<file path="config.mk">
export PLATFORM = sky130hd
export DESIGN_NAME = fas_sequencer
export DESIGN_NICKNAME = d
export VERILOG_FILES = /design/src/hw/fas_pkg.sv /design/src/hw/fas_sequencer.sv /design/src/hw/fas_axil_slave.sv
export VERILOG_INCLUDE_DIRS = /design/src /design/src/hw
export SDC_FILE = /design/constraint.sdc
export NUM_CORES = 1
export LEC_CHECK = 0
export ABC_AREA = 1
export ABC_CLOCK_PERIOD_IN_PS = 13400
export BUFFER_PORTS_ARGS = -buffer_cell sky130_fd_sc_hd__clkbuf_2
export CORE_ASPECT_RATIO = 0.5
export CORE_MARGIN = 2
export CORE_UTILIZATION = 45
export CTS_CLUSTER_DIAMETER = 50
export DETAILED_ROUTE_END_ITERATION = 10
export PLACE_DENSITY = 0.73
export SYNTH_ARGS = -nofsm -noshare
export SYNTH_HDL_FRONTEND = slang
export SYNTH_SLANG_ARGS = --single-unit
</file>
<file path="constraint.sdc">
create_clock -name clk_sys -period 13.4 [get_ports clk_sys]
set_input_delay 0.67 -clock clk_sys [delete_from_list [all_inputs] [get_ports clk_sys]]
set_output_delay 0.67 -clock clk_sys [all_outputs]
set_load 0.02 [all_outputs]
</file>
<file path="src/hw/fas_defines.svh">
`ifndef FAS_DEFINES_SVH
`define FAS_DEFINES_SVH

// Counter instruction codes on {instr_select_high, instr_select_low}
`define FAS_INSTR_RESET 2'h0
`define FAS_INSTR_RESET_LOAD 2'h1
`define FAS_INSTR_COUNT 2'h2
`define FAS_INSTR_HOLD 2'h3

// Address source codes on address_source_select[3:2]
`define FAS_SRC_IN_DATA 2'h0
`define FAS_SRC_OUT_DATA 2'h1
`define FAS_SRC_COEF 2'h2
`define FAS_SRC_BASE 2'h3

// Widths
`define FAS_ADDR_W 16
`define FAS_LEN_W 4

// Register byte offsets
`define FAS_REG_CTRL 8'h00
`define FAS_REG_STATUS 8'h04
`define FAS_REG_POS 8'h08
`define FAS_REG_CONFIG 8'h0C
`define FAS_REG_ADDR 8'h10

// Field positions
`define FAS_CTRL_RVI_BIT 0
`define FAS_STAT_SDONE_BIT 5
`define FAS_STAT_TDONE_BIT 6
`define FAS_STAT_FLAG_BIT 7

// Reset values
`define FAS_CTRL_RST 1'h0
`define FAS_BASE_RST 16'h0000
`define FAS_LEN_RST 4'h0
`define FAS_CFG_RST 3'h0
// The default two-point length puts the counter on its only butterfly, which is also its last
`define FAS_DONE_RST 1'h1

// AXI responses
`define FAS_RESP_OKAY 2'h0
`define FAS_RESP_DECERR 2'h3

`endif

</file>
<file path="src/hw/fas_pkg.sv">
package fas_pkg;
  // Two-bit counter instruction as seen on the pins
  typedef logic [1:0] fas_instr_type;
  // Bus channel state of the register slave
  typedef enum logic [0:0] {BUS_IDLE, BUS_RESP} fas_bus_state_type;
endpackage

</file>
<file path="src/hw/fas_sequencer.sv">
// Functional notes
// - Four-bit length code latched from its inputs when length select and strobe are high.
// - Length codes 0 to 15 give transforms of 2 to 65536 points.
// - Butterfly counter is a stage counter plus a row counter within the stage.
// - Two select inputs pick Reset, Reset/Load, Count or Hold, acting at the clock edge.
// - Count steps to the next butterfly; Hold keeps the present position.
// - Stage-done flag is high while at the last butterfly of the stage.
// - Transform-done flag is high while at the final butterfly of the transform.
// - Stage parity toggles at each completed stage, for memory swapping.
// - Parity and nonzero-coefficient share one output; nonzero shows for real-input data addresses.
// - Data and coefficient addresses are derived from the counter state by logic.
// - Digit-reversal side, decimation type and radix configure the address generators.
// - Data and coefficient addresses are sixteen bits wide.
// - Radix 2 or 4, time or frequency decimation, digit reversal on input or output, complex or real input.
// - Radix-2: log2 N stages of N/2 butterflies; stage m has 2^(m-1) groups.
// - Coefficient changes per group: zero then bit-reversed group index scaled by pi/N.
// - Sixteen points: stage one 0,8,1,9..7,15; stage two 0,4,1,5.. then 8,12..
// - Configuration bits latched when configuration select and strobe are high.
// - Source select picks the driven address; output enable low floats the address lines.
// - Reset clears unused upper bits; Reset/Load takes them from the address lines.
// - Coefficient address A means angle 2*pi*A/65536; only needed angles are issued.
`timescale 1ns/1ps
`include "fas_defines.svh"

module fas_sequencer (
  input wire logic clk_sys, // System clock, 100 MHz
  input wire logic rst, // Synchronous reset, active high
  input wire logic instr_select_low, // Instruction select bit 0
  input wire logic instr_select_high, // Instruction select bit 1
  input wire logic [3:0] length_code_inputs, // Transform length code
  input wire logic length_latch_select, // Length latch select
  input wire logic length_latch_strobe, // Length latch strobe
  input wire logic digit_reversal_side_select, // 1: reversed data addresses on input side
  input wire logic decimation_type_select, // 1: decimation in time
  input wire logic radix_select, // 1: radix 4
  input wire logic config_latch_select, // Configuration latch select
  input wire logic config_latch_strobe, // Configuration latch strobe
  input wire logic [3:0] address_source_select, // [3:2] source, [1:0] butterfly leg
  input wire logic output_enable, // High drives the address lines
  input wire logic [15:0] addr_in, // Address lines as seen from outside
  output logic [15:0] addr_out, // Address lines driven value
  output logic addr_oe, // Address line output enable
  output logic stage_done_flag, // Last butterfly of the stage
  output logic transform_done_flag, // Final butterfly of the transform
  output logic parity_nonzero_flag, // Stage parity or nonzero coefficient
  input wire logic [7:0] s_axi_awaddr, // AXI write address
  input wire logic s_axi_awvalid, // AXI write address valid
  output logic s_axi_awready, // AXI write address ready
  input wire logic [31:0] s_axi_wdata, // AXI write data
  input wire logic [3:0] s_axi_wstrb, // AXI write strobes
  input wire logic s_axi_wvalid, // AXI write data valid
  output logic s_axi_wready, // AXI write data ready
  output logic [1:0] s_axi_bresp, // AXI write response
  output logic s_axi_bvalid, // AXI write response valid
  input wire logic s_axi_bready, // AXI write response ready
  input wire logic [7:0] s_axi_araddr, // AXI read address
  input wire logic s_axi_arvalid, // AXI read address valid
  output logic s_axi_arready, // AXI read address ready
  output logic [31:0] s_axi_rdata, // AXI read data
  output logic [1:0] s_axi_rresp, // AXI read response
  output logic s_axi_rvalid, // AXI read data valid
  input wire logic s_axi_rready // AXI read data ready
);

  logic [4:0] stage_ff, nxt_stage;
  logic [15:0] row_ff, nxt_row;
  logic [15:0] base_ff, nxt_base;
  logic parity_ff, nxt_parity;
  logic [3:0] len_ff, nxt_len;
  logic [2:0] cfg_ff, nxt_cfg;
  logic [15:0] addr_ff, nxt_addr;
  logic oe_ff, sdone_ff, nxt_sdone, tdone_ff, nxt_tdone, flag_ff, nxt_flag;
  logic rvi_mode;
  fas_pkg::fas_instr_type instr;
  logic [4:0] pts_bits, n_pts_bits, n_stages;
  logic [1:0] n_w;
  logic [15:0] cur_rows_last, n_rows_last;
  logic [4:0] cur_stages;
  logic cur_sdone, cur_tdone;
  logic [4:0] s_eff;
  logic [1:0] leg;
  logic [15:0] gen_a, din_a, dout_a, coef_a;

  // Digit width: radix 4 steps two address bits per stage, if the length is a power of four
  function automatic logic [1:0] fas_width(input logic [3:0] len, input logic r4);
    return (r4 && len[0]) ? 2'h2 : 2'h1;
  endfunction

  // Last row index of a stage: N/2 or N/4 butterflies
  function automatic logic [15:0] fas_rows_last(input logic [4:0] bits, input logic [1:0] w);
    logic [16:0] v;
    v = (17'h00001 << (bits - 5'(w))) - 17'h00001;
    return v[15:0];
  endfunction

  function automatic logic [15:0] fas_bitrev16(input logic [15:0] v);
    logic [15:0] r;
    r = 16'h0000;
    for (int i = 0; i < 16; i++) begin
      r[i] = v[15-i];
    end
    return r;
  endfunction

  function automatic logic [15:0] fas_low_mask(input logic [4:0] bits);
    logic [16:0] m;
    m = (17'h00001 << bits) - 17'h00001;
    return m[15:0];
  endfunction

  // Bit position of the active digit in stage se
  function automatic logic [4:0] fas_digit_pos(input logic [4:0] bits, input logic [1:0] w, input logic [4:0] se);
    int b;
    b = int'(bits) - int'(w) * (int'(se) + 1);
    if (b < 0) begin
      b = 0;
    end
    return 5'(b);
  endfunction

  assign instr = {instr_select_high, instr_select_low};

  // Present-state limits, used by the counter
  always_comb begin
    pts_bits = 5'(len_ff) + 5'h01;
    cur_stages = (fas_width(len_ff, cfg_ff[0]) == 2'h2) ? (pts_bits >> 1) : pts_bits;
    cur_rows_last = fas_rows_last(pts_bits, fas_width(len_ff, cfg_ff[0]));
    cur_sdone = (row_ff == cur_rows_last);
    cur_tdone = cur_sdone && (stage_ff == cur_stages - 5'h01);
  end

  // Latches and butterfly counter
  always_comb begin
    nxt_len = len_ff;
    nxt_cfg = cfg_ff;
    nxt_stage = stage_ff;
    nxt_row = row_ff;
    nxt_base = base_ff;
    nxt_parity = parity_ff;
    if (length_latch_select && length_latch_strobe) begin
      nxt_len = length_code_inputs;
    end
    if (config_latch_select && config_latch_strobe) begin
      nxt_cfg = {digit_reversal_side_select, decimation_type_select, radix_select};
    end
    case (instr)
      `FAS_INSTR_RESET: begin
        nxt_stage = 5'h00;
        nxt_row = 16'h0000;
        nxt_base = `FAS_BASE_RST;
        nxt_parity = 1'b0;
      end
      `FAS_INSTR_RESET_LOAD: begin
        nxt_stage = 5'h00;
        nxt_row = 16'h0000;
        nxt_base = addr_in;
        nxt_parity = 1'b0;
      end
      `FAS_INSTR_COUNT: begin
        // Stops at the final butterfly rather than wrapping
        if (cur_tdone) begin
          nxt_row = row_ff;
        end else if (cur_sdone) begin
          nxt_row = 16'h0000;
          nxt_stage = stage_ff + 5'h01;
          nxt_parity = !parity_ff;
        end else begin
          nxt_row = row_ff + 16'h0001;
        end
      end
      default: begin
        nxt_row = row_ff;
      end
    endcase
  end

  // Address generators, evaluated on the state that follows the edge
  always_comb begin
    n_pts_bits = 5'(nxt_len) + 5'h01;
    n_w = fas_width(nxt_len, nxt_cfg[0]);
    n_stages = (n_w == 2'h2) ? (n_pts_bits >> 1) : n_pts_bits;
    n_rows_last = fas_rows_last(n_pts_bits, n_w);
    // Time decimation walks the stages in the opposite order
    s_eff = nxt_cfg[1] ? (n_stages - 5'h01 - nxt_stage) : nxt_stage;
    leg = (n_w == 2'h2) ? address_source_select[1:0] : {1'b0, address_source_select[0]};
    gen_a = 16'((32'(nxt_row) >> fas_digit_pos(n_pts_bits, n_w, s_eff)) << (fas_digit_pos(n_pts_bits, n_w, s_eff) + 5'(n_w)))
          | 16'(32'(leg) << fas_digit_pos(n_pts_bits, n_w, s_eff))
          | (nxt_row & fas_low_mask(fas_digit_pos(n_pts_bits, n_w, s_eff)));
    // Coefficient: zero for leg 0, then leg times the bit-reversed group angle
    coef_a = 16'(32'(leg) * 32'(fas_bitrev16(nxt_row >> fas_digit_pos(n_pts_bits, n_w, s_eff)) >> n_w));
    // Reversal over the used bits only; upper bits come from the block base
    din_a = nxt_cfg[2] ? (fas_bitrev16(gen_a) >> (5'h10 - n_pts_bits)) : gen_a;
    dout_a = nxt_cfg[2] ? gen_a : (fas_bitrev16(gen_a) >> (5'h10 - n_pts_bits));
    din_a = (nxt_base & ~fas_low_mask(n_pts_bits)) | (din_a & fas_low_mask(n_pts_bits));
    dout_a = (nxt_base & ~fas_low_mask(n_pts_bits)) | (dout_a & fas_low_mask(n_pts_bits));
    case (address_source_select[3:2])
      `FAS_SRC_IN_DATA: nxt_addr = din_a;
      `FAS_SRC_OUT_DATA: nxt_addr = dout_a;
      `FAS_SRC_COEF: nxt_addr = coef_a;
      default: nxt_addr = nxt_base;
    endcase
    nxt_sdone = (nxt_row == n_rows_last);
    nxt_tdone = nxt_sdone && (nxt_stage == n_stages - 5'h01);
    // Shared pin: nonzero coefficient during real-input data addressing
    if (rvi_mode && !address_source_select[3]) begin
      nxt_flag = (coef_a != 16'h0000);
    end else begin
      nxt_flag = nxt_parity;
    end
  end

  // State and output registers
  always_ff @(posedge clk_sys) begin
    if (rst) begin
      stage_ff <= 5'h00;
      row_ff <= 16'h0000;
      base_ff <= `FAS_BASE_RST;
      parity_ff <= 1'b0;
      len_ff <= `FAS_LEN_RST;
      cfg_ff <= `FAS_CFG_RST;
      addr_ff <= 16'h0000;
      oe_ff <= 1'b0;
      sdone_ff <= `FAS_DONE_RST; // Matches row 0 of the two-point default
      tdone_ff <= `FAS_DONE_RST; // Single stage, so also the final butterfly
      flag_ff <= 1'b0;
    end else begin
      stage_ff <= nxt_stage;
      row_ff <= nxt_row;
      base_ff <= nxt_base;
      parity_ff <= nxt_parity;
      len_ff <= nxt_len;
      cfg_ff <= nxt_cfg;
      addr_ff <= nxt_addr;
      oe_ff <= output_enable;
      sdone_ff <= nxt_sdone;
      tdone_ff <= nxt_tdone;
      flag_ff <= nxt_flag;
    end
  end

  assign addr_out = addr_ff;
  assign addr_oe = oe_ff;
  assign stage_done_flag = sdone_ff;
  assign transform_done_flag = tdone_ff;
  assign parity_nonzero_flag = flag_ff;

  // Register access: mode control in, counter state out
  fas_axil_slave #(.ADDR_W(8)) u_regs (
    .clk_sys(clk_sys),
    .rst(rst),
    .s_axi_awaddr(s_axi_awaddr),
    .s_axi_awvalid(s_axi_awvalid),
    .s_axi_awready(s_axi_awready),
    .s_axi_wdata(s_axi_wdata),
    .s_axi_wstrb(s_axi_wstrb),
    .s_axi_wvalid(s_axi_wvalid),
    .s_axi_wready(s_axi_wready),
    .s_axi_bresp(s_axi_bresp),
    .s_axi_bvalid(s_axi_bvalid),
    .s_axi_bready(s_axi_bready),
    .s_axi_araddr(s_axi_araddr),
    .s_axi_arvalid(s_axi_arvalid),
    .s_axi_arready(s_axi_arready),
    .s_axi_rdata(s_axi_rdata),
    .s_axi_rresp(s_axi_rresp),
    .s_axi_rvalid(s_axi_rvalid),
    .s_axi_rready(s_axi_rready),
    .rvi_mode(rvi_mode),
    .stat_stage(stage_ff),
    .stat_row(row_ff),
    .stat_sdone(sdone_ff),
    .stat_tdone(tdone_ff),
    .stat_flag(flag_ff),
    .stat_len(len_ff),
    .stat_cfg(cfg_ff),
    .stat_addr(addr_ff)
  );
endmodule

</file>
<file path="src/hw/fas_axil_slave.sv">
`timescale 1ns/1ps
`include "fas_defines.svh"

module fas_axil_slave #(
  parameter int ADDR_W = 8
) (
  input wire logic clk_sys, // System clock
  input wire logic rst, // Synchronous reset, active high
  input wire logic [ADDR_W-1:0] s_axi_awaddr, // Write address
  input wire logic s_axi_awvalid, // Write address valid
  output logic s_axi_awready, // Write address ready
  input wire logic [31:0] s_axi_wdata, // Write data
  input wire logic [3:0] s_axi_wstrb, // Write byte strobes
  input wire logic s_axi_wvalid, // Write data valid
  output logic s_axi_wready, // Write data ready
  output logic [1:0] s_axi_bresp, // Write response
  output logic s_axi_bvalid, // Write response valid
  input wire logic s_axi_bready, // Write response ready
  input wire logic [ADDR_W-1:0] s_axi_araddr, // Read address
  input wire logic s_axi_arvalid, // Read address valid
  output logic s_axi_arready, // Read address ready
  output logic [31:0] s_axi_rdata, // Read data
  output logic [1:0] s_axi_rresp, // Read response
  output logic s_axi_rvalid, // Read data valid
  input wire logic s_axi_rready, // Read data ready
  output logic rvi_mode, // Real-valued-input mode
  input wire logic [4:0] stat_stage, // Current stage
  input wire logic [15:0] stat_row, // Current row
  input wire logic stat_sdone, // Stage done
  input wire logic stat_tdone, // Transform done
  input wire logic stat_flag, // Shared parity/nonzero flag
  input wire logic [3:0] stat_len, // Latched length code
  input wire logic [2:0] stat_cfg, // Latched configuration
  input wire logic [15:0] stat_addr // Address output
);

  // The register map reaches offset 0x10, so five address bits at least
  if (ADDR_W < 5) begin : g_addr_w_check
    $error("ADDR_W too small for the register map");
  end

  logic aw_have_ff, nxt_aw_have, w_have_ff, nxt_w_have;
  logic [ADDR_W-1:0] aw_addr_ff, nxt_aw_addr;
  logic [31:0] w_data_ff, nxt_w_data;
  logic w_strb0_ff, nxt_w_strb0;
  logic awready_ff, nxt_awready, wready_ff, nxt_wready;
  logic bvalid_ff, nxt_bvalid;
  logic [1:0] bresp_ff, nxt_bresp;
  logic ctrl_rvi_ff, nxt_ctrl_rvi;
  fas_pkg::fas_bus_state_type rd_state_ff, nxt_rd_state;
  logic arready_ff, nxt_arready, rvalid_ff, nxt_rvalid;
  logic [31:0] rdata_ff, nxt_rdata;
  logic [1:0] rresp_ff, nxt_rresp;
  logic commit;

  // Address map check, shared by both channels
  function automatic logic fas_mapped(input logic [ADDR_W-1:0] a);
    logic [7:0] b;
    b = 8'(a);
    return (b == `FAS_REG_CTRL) || (b == `FAS_REG_STATUS) || (b == `FAS_REG_POS) ||
           (b == `FAS_REG_CONFIG) || (b == `FAS_REG_ADDR);
  endfunction

  // Write side: address and data are taken in either order, committed together
  always_comb begin
    commit = aw_have_ff && w_have_ff && !bvalid_ff;
    nxt_aw_have = aw_have_ff || (s_axi_awvalid && awready_ff);
    nxt_aw_addr = (s_axi_awvalid && awready_ff) ? s_axi_awaddr : aw_addr_ff;
    nxt_w_have = w_have_ff || (s_axi_wvalid && wready_ff);
    nxt_w_data = (s_axi_wvalid && wready_ff) ? s_axi_wdata : w_data_ff;
    nxt_w_strb0 = (s_axi_wvalid && wready_ff) ? s_axi_wstrb[0] : w_strb0_ff;
    nxt_bvalid = bvalid_ff && !s_axi_bready;
    nxt_bresp = bresp_ff;
    nxt_ctrl_rvi = ctrl_rvi_ff;
    if (commit) begin
      nxt_aw_have = 1'b0;
      nxt_w_have = 1'b0;
      nxt_bvalid = 1'b1;
      nxt_bresp = fas_mapped(aw_addr_ff) ? `FAS_RESP_OKAY : `FAS_RESP_DECERR;
      // Read-only registers accept writes silently
      if (8'(aw_addr_ff) == `FAS_REG_CTRL && w_strb0_ff) begin
        nxt_ctrl_rvi = w_data_ff[`FAS_CTRL_RVI_BIT];
      end
    end
    nxt_awready = !nxt_aw_have;
    nxt_wready = !nxt_w_have;
  end

  // Read side: one read at a time, data registered with the answer
  always_comb begin
    nxt_rd_state = rd_state_ff;
    nxt_rvalid = rvalid_ff;
    nxt_rdata = rdata_ff;
    nxt_rresp = rresp_ff;
    case (rd_state_ff)
      fas_pkg::BUS_IDLE: begin
        if (s_axi_arvalid && arready_ff) begin
          nxt_rd_state = fas_pkg::BUS_RESP;
          nxt_rvalid = 1'b1;
          nxt_rresp = fas_mapped(s_axi_araddr) ? `FAS_RESP_OKAY : `FAS_RESP_DECERR;
          case (8'(s_axi_araddr))
            `FAS_REG_CTRL: nxt_rdata = {31'h00000000, ctrl_rvi_ff};
            `FAS_REG_STATUS: nxt_rdata = {24'h000000, stat_flag, stat_tdone, stat_sdone, stat_stage};
            `FAS_REG_POS: nxt_rdata = {16'h0000, stat_row};
            `FAS_REG_CONFIG: nxt_rdata = {25'h0000000, stat_cfg, stat_len};
            `FAS_REG_ADDR: nxt_rdata = {16'h0000, stat_addr};
            default: nxt_rdata = 32'h00000000;
          endcase
        end
      end
      fas_pkg::BUS_RESP: begin
        if (s_axi_rready) begin
          nxt_rd_state = fas_pkg::BUS_IDLE;
          nxt_rvalid = 1'b0;
        end
      end
      default: nxt_rd_state = fas_pkg::BUS_IDLE;
    endcase
    nxt_arready = (nxt_rd_state == fas_pkg::BUS_IDLE);
  end

  // Channel registers
  always_ff @(posedge clk_sys) begin
    if (rst) begin
      aw_have_ff <= 1'b0;
      aw_addr_ff <= '0;
      w_have_ff <= 1'b0;
      w_data_ff <= 32'h00000000;
      w_strb0_ff <= 1'b0;
      awready_ff <= 1'b0;
      wready_ff <= 1'b0;
      bvalid_ff <= 1'b0;
      bresp_ff <= `FAS_RESP_OKAY;
      ctrl_rvi_ff <= `FAS_CTRL_RST;
      rd_state_ff <= fas_pkg::BUS_IDLE;
      arready_ff <= 1'b0;
      rvalid_ff <= 1'b0;
      rdata_ff <= 32'h00000000;
      rresp_ff <= `FAS_RESP_OKAY;
    end else begin
      aw_have_ff <= nxt_aw_have;
      aw_addr_ff <= nxt_aw_addr;
      w_have_ff <= nxt_w_have;
      w_data_ff <= nxt_w_data;
      w_strb0_ff <= nxt_w_strb0;
      awready_ff <= nxt_awready;
      wready_ff <= nxt_wready;
      bvalid_ff <= nxt_bvalid;
      bresp_ff <= nxt_bresp;
      ctrl_rvi_ff <= nxt_ctrl_rvi;
      rd_state_ff <= nxt_rd_state;
      arready_ff <= nxt_arready;
      rvalid_ff <= nxt_rvalid;
      rdata_ff <= nxt_rdata;
      rresp_ff <= nxt_rresp;
    end
  end

  assign s_axi_awready = awready_ff;
  assign s_axi_wready = wready_ff;
  assign s_axi_bvalid = bvalid_ff;
  assign s_axi_bresp = bresp_ff;
  assign s_axi_arready = arready_ff;
  assign s_axi_rvalid = rvalid_ff;
  assign s_axi_rdata = rdata_ff;
  assign s_axi_rresp = rresp_ff;
  assign rvi_mode = ctrl_rvi_ff;

endmodule

</file>
Word-level counts from Yosys, hierarchy flattened

Cells that the tools add are included.

Flip-flop bits (word level): 120
Input bits: 93
Output and inout bits: 61

$add $sub $neg: 17
Multiply operators: 2
$lt $le $gt $ge: 1
Eq/ne operators: 20
Shifts and indexed selects: 10
Multiplexer cells: 35
Bitwise gates (word level): 11
Reduce and logical (&&, ||, !) cells: 39

Operator list:

| cell                                               | number |
|---|---|
| case mux 16 bit (5 select lines)                   | 1 |
| bitwise AND 16 bit                                 | 4 |
| two-way mux 16 bit                                 | 4 |
| OR 16 bit                                          | 4 |
| case mux 16 bit (2 select lines)                   | 2 |
| << shifter 1 x 5 -> 16 bit, first input constant   | 4 |
| subtractor 16 x 1 -> 16 bit, second input constant | 4 |
| case mux 16 bit (3 select lines)                   | 1 |
| == test 16 bit                                     | 2 |
| == test 8 x 4 -> 1 bit, second input constant      | 4 |
| multiplier 2 x 32 -> 16 bit                        | 1 |
| << shifter 32 x 5 -> 16 bit                        | 1 |
| >> shifter 16 x 2 -> 32 bit                        | 1 |
| >> shifter 16 x 5 -> 16 bit                        | 2 |
| >> shifter 16 x 5 -> 32 bit                        | 1 |
| two-way mux 5 bit                                  | 6 |
| adder 16 x 1 -> 16 bit, second input constant      | 1 |
| == test 8 x 3 -> 1 bit, second input constant      | 2 |
| == test 8 x 5 -> 1 bit, second input constant      | 2 |
| logical NOT 8 bit                                  | 2 |
| NOT 16 bit                                         | 1 |
| nonzero test 16 bit                                | 1 |
| << shifter 2 x 5 -> 16 bit                         | 1 |
| logical AND 1 bit                                  | 14 |
| other kinds (28)                                   | 69 |

Depth between registers and ports, before layout

Depth in word-level cells: 25
Gate-level depth with buffers: 80
Depth with buffers taken out: 78

By module

From an unflattened synthesis, not the netlist that was laid out.

Cells, all modules: 2,232
Area total of the unflattened synthesis: 12,654.6 um2

By module, submodules not included:

| module         | times used | cells an instance | area each (um2) | sequential area each (um2) |
|---|---|---|---|---|
| fas_sequencer  | 1          | 1,948             | 10,684.0        | 1,301.2 |
| fas_axil_slave | 1          | 284               | 1,970.6         | 740.7 |

Worst setup path before layout

No wires, ideal clock.

Path type: reg2reg
Start: register len_ff[0]
End: register flag_ff, in the netlist parity_nonzero_flag
Setup time: 128 ps
Arrival time: 9,337 ps
Required time: 13,272 ps
Path slack: 3,935 ps
Stages on the path, launching flop included: 68
Buffers on the path: 3
Period minus slack after synthesis: 9,465 ps
Cells stage by stage: dfxtp_1 ha_1 inv_1 fa_1 inv_1 nor2_4 nand3_1 nand2_4 nand3_1 ha_1 nand2_1 nor2_4 nand2_2 nor2_2 xor2_1 nand4_1 nor2_4 nand4_1 [32 not listed] nand2_1 a21oi_1 o21ai_0 a21oi_1 o21ai_0 nand2_1 nand2_1 a21oi_1 inv_1 a21oi_1 o21bai_1 a21oi_1 o21ai_0 xor2_1 nor4b_1 nand4_1 a31oi_1 nor2_1

Cells in the longest elaborated chain, start to end: 21

RTL lines:

| item                                                                | RTL line             | RTL |
|---|---|---|
| start: declaration                                                  | fas_sequencer.sv:69  | `logic [3:0] len_ff, nxt_len;` |
| start signal: assignment                                            | fas_sequencer.sv:219 | `` len_ff <= `FAS_LEN_RST; `` |
| start signal: assignment                                            | fas_sequencer.sv:231 | `len_ff <= nxt_len;` |
| branches (longest 7 deep; another with subtractor 16 x 1 -> 16 bit) | n/a                  |  |
| two-way mux 5 bit *                                                 | fas_sequencer.sv:161 | `if (cur_tdone) begin` |
| case mux 5 bit (2 select lines) *                                   | fas_sequencer.sv:146 | `case (instr)` |
| net nxt_stage[0]                                                    | fas_sequencer.sv:65  | `logic [4:0] stage_ff, nxt_stage;` |
| subtractor 5 bit                                                    | fas_sequencer.sv:184 | `s_eff = nxt_cfg[1] ? (n_stages - 5'h01 - nxt_stage) : nxt_stage;` |
| two-way mux 5 bit *                                                 | fas_sequencer.sv:184 |  |
| adder 5 x 1 -> 6 bit *                                              | fas_sequencer.sv:114 | `b = int'(bits) - int'(w) * (int'(se) + 1);` |
| multiplier 2 x 6 -> 8 bit *                                         | fas_sequencer.sv:114 |  |
| subtractor 5 x 8 -> 9 bit *                                         | fas_sequencer.sv:114 |  |
| less-than comparator 9 x 1 -> 1 bit                                 | fas_sequencer.sv:115 | `if (b < 0) begin` |
| two-way mux 5 bit *                                                 | fas_sequencer.sv:115 |  |
| >> shifter 16 x 5 -> 16 bit *                                       | fas_sequencer.sv:190 | `coef_a = 16'(32'(leg) * 32'(fas_bitrev16(nxt_row >> fas_digit_pos(n_pts_bits, n_w, s_eff)) >> n_w));` |
| >> shifter 16 x 2 -> 32 bit *                                       | fas_sequencer.sv:190 |  |
| multiplier 2 x 32 -> 16 bit *                                       | fas_sequencer.sv:190 |  |
| nonzero test 16 bit *                                               | fas_sequencer.sv:206 | `nxt_flag = (coef_a != 16'h0000);` |
| two-way mux 1 bit *                                                 | fas_sequencer.sv:205 | `if (rvi_mode && !address_source_select[3]) begin` |
| end signal: assignment                                              | fas_sequencer.sv:237 | `flag_ff <= nxt_flag;` |
| end: declaration                                                    | fas_sequencer.sv:72  | `logic oe_ff, sdone_ff, nxt_sdone, tdone_ff, nxt_tdone, flag_ff, nxt_flag;` |

Mark *: on every way through the listed nets, which the timed path passes.
A chain may end at the register's enable or synchronous reset.

Worst setup path after layout

Same ends and word-level chain as after synthesis.

==> results.md <==
- Vias in the first global route: 12200
- Setup slack after layout: 1.50 ns
- Tcrit/Tclk final: 88.8%
- Post-CTS sizing: 0
- Post-DR vias/cell: 5.55
- Netlist cell types: 56
- Worst Setup SP: len_ff[0]
- Worst-Margin Slew: 0.999 ns
- Die width: 237 microns
- Switching Share: 59.4%
- Tmin final: 11.90 ns
- Layout cell share with drive strength beyond 1: 9.71%
- Number of port buffers: 103
- Status: complete, no violations
- H-tree levels: 3
- Commonest non-fill, non-tap cells in the layout: nand2_1, nand3_1, inv_1
- Critical path class: reg2reg
- Height of the die: 120 microns
- Fin. Hold Viols: 0
- Syn-to-layout area delta: 7.46%
- Worst VDD drop: 0.0844 mV
- Pre-Repair DR Iteration Count: 6
- Congestion Overflow GR: 0
- Sequential share of power: 14.1%
- Register area: 2040 sq um
- TritonCTS clock tree: yes
- Syn Inst Count: 2138
- Post-CTS Setup Bufs: 0
- Worst hold path class: reg2reg
- Clock Power Share: 11.5%
- Combinational power share: 74.4%
- Max Cap Viol: 0
- Dpl hpwl: 33.1 mm
- Final setup viols: 0
- Synth warn: 0
- Pin count of the biggest net entering global routing: 89
- Pwr/cell area: 181 nW/um^2
- Max-slew headroom: 33.4%
- Rows: 42
- Final slew viol count: 0
- I/O pins: 154
- Main synth FF type: dfxtp_1
- Die area: 28500 sq um
- Worst path arrival time: 12.12 ns
- DRC Markers: 0
- Critical path endpoint category: flip-flop
- Largest stage delay, worst path: 0.48 ns
- Peak Freq: 84.0 MHz
- Hold Crit Start: u_regs.rd_state_ff
- Global-route wire length before repair: 64.3 mm
- Clock sinks: 102
- Mean routed wirelength per cell: 16.3 microns
- Setup Skew: 0.0118 ns
- WP data required: 13.62 ns
- Post-synthesis sequential area ratio: 16.8%
- CP Buf/Inv Count: 12
- Multi-input gate area: 8580 sq um
- RSZ-0062 raised after global routing: no
- Clk buf depth: 2
- Delay-heaviest family, CP: simple AND/OR/NAND/NOR gates
- Fillers: 2880
- Clk_lat worst skew: 0.37 ns
- Async S/R FF share, synth: 0%
- Core footprint: 26500 sq um
- LEAKAGE: 6.43 nW
- Crit path max fanout: 27
- Wirelength, routed: 41.5 mm
- Synth Cell Area: 12200 sq um
- CP startpoint kind: flip-flop
- Commonest non-fill, non-tap cell in the layout: nand2_1
- CTS root buf: clkbuf_16
- Num CTS Buffers: 9
- Mean Syn Cell Area: 5.70 sq um
- Drt first-iter violations: 1714
- Post-synth EDFFs: 0
- Reg2reg start: len_ff[0]
- RD Place Congestion: 1.01
- CP max stage cell: inv_2
- Initial antenna violation count: 0
- Internal power: 961 uW
- Flops & latches, synth: 102
- Vias: 14100
- ANT cells: 0
- Nets: 2342
- Clk slew on worst S/H paths: 0.08 ns
- Pwr Total: 2.37 mW
- Overall global routing resource usage: 28.4%
- Post-Route Setup TNS: 0 ns
- Worst path most repeated cell: nand2_1
- Pre-CTS WS: 1.79 ns
- Initial core utilization: 45.9%
- P_sw: 1.40 mW
- Detail Route Antenna Nets: 0
- CTS Hold Buffers Added: 0
-- worst paths after layout --
check / endpoint / slack, ns / cells past startpoint
max: parity_nonzero_flag / 1.50 / 72
min: u_regs.s_axi_rvalid / 0.47 / 1
max reg2reg: parity_nonzero_flag / 1.50 / 72
min reg2reg: u_regs.s_axi_rvalid / 0.47 / 1
-- sequential cells by signal (all words and copies together), names as in the netlist, 3 cells and up --
signal and cells:
u_regs.aw_addr_ff 8, u_regs.s_axi_rdata 16, addr_out 16, base_ff 16, cfg_ff 3, row_ff 16
stage_ff 5, len_ff 4
-- cells by family (layout without fill, tap and decap cells) --
| kind of cell | after synthesis | after routing | share of synthesized area (%) |
|---|---|---|---|
| and+or+nand+nor | 1227 | 1227 | 45.0 |
| buffers and inverters | 385 | 426 | 13.3 |
| AOI/OAI and AO/OA | 292 | 292 | 13.3 |
| DFF | 102 | 102 | 16.8 |
| xor gates and xnor gates | 70 | 70 | 5.03 |
| adders and majority gates | 60 | 60 | 6.47 |
| other | 1 | 16 | 0.0308 |
| muxes | 1 | 1 | 0.0822 |
-- routing by layer --
layer  wire (microns)  vias to the layer above  global-route usage (%)
li1                 -                     7044                       -
met1            18600                     6338                    39.7
met2            17400                      662                    43.4
met3             4380                       77                    5.91
met4             1160                        0                    9.18
met5                0                        -                       0
-- power by group through the flow --
stage                     combinational [mW]  clock [mW]  sequential [mW]
after floorplan                         1.30           0            0.351
after detailed placement                1.69           0            0.339
final                                   1.76       0.273            0.333
after global routing                    1.94       0.287            0.334
after CTS                               1.70       0.275            0.332
after global placement                  1.68           0            0.339
-- worst reg2reg max path: cells and delay by family (launching register included) --
kind,cells,cell delay [ns]
adders and majority gates,8,2.24
DFF,1,0.45
AOI/OAI and AO/OA,15,2.30
xor gates and xnor gates,2,0.23
buffers and inverters,12,1.56
and+or+nand+nor,35,4.95
-- cell usage after synthesis, types with 2 or more instances --
master,count,share of area (%)
a211oi_1,3,0.18
a21oi_1,79,3.2
a21oi_2,4,0.29
a22oi_1,3,0.18
a31oi_1,15,0.77
a32o_1,2,0.16
buf_1,7,0.22
buf_2,17,0.70
buf_4,24,1.5
buf_6,7,0.65
clkbuf_1,34,1.0
clkinv_1,10,0.31
dfxtp_1,102,17
fa_1,5,0.82
ha_1,55,5.7
inv_1,270,8.3
inv_2,14,0.43
inv_4,2,0.10
nand2_1,564,17
nand2_2,17,0.87
nand2_4,4,0.37
nand3_1,294,12
nand3_2,8,0.66
nand4_1,61,3.1
nor2_1,212,6.5
nor2_2,16,0.82
nor2_4,5,0.46
nor3_1,23,0.95
nor4_1,8,0.41
o211ai_1,11,0.68
o21a_1,2,0.12
o21ai_0,115,4.7
o21ai_1,19,0.78
o21bai_1,3,0.18
o221ai_1,3,0.22
o22ai_1,27,1.4
or2_2,6,0.31
xnor2_1,18,1.3
xor2_1,52,3.7
-- final cells by class --
| class | instances | area share [%] |
|---|---|---|
| Multi-Input combinational cell | 1666 | 65.5 |
| Sequential cell | 102 | 15.6 |
| Inverter | 296 | 8.53 |
| Timing Repair Buffer | 114 | 4.57 |
| Tap cell | 352 | 3.37 |
| Clock buffer | 9 | 1.72 |
| Clock inverter | 7 | 0.660 |
-- metrics by stage --
stage / hold WS [ns] / instances / util (%) / instance area (sq um)
final: 0.465 / 2546 / 49.3 / 13100
after global routing: 0.472 / 2546 / 49.3 / 13100
after CTS: 0.464 / 2546 / 49.3 / 13100
after detailed placement: 0.443 / 2530 / 48.1 / 12800
after global placement: 0.435 / 2530 / 48.1 / 12800
after floorplan: 0.412 / 2153 / - / 12200
No activity file was read; power rests on OpenSTA's default activity.
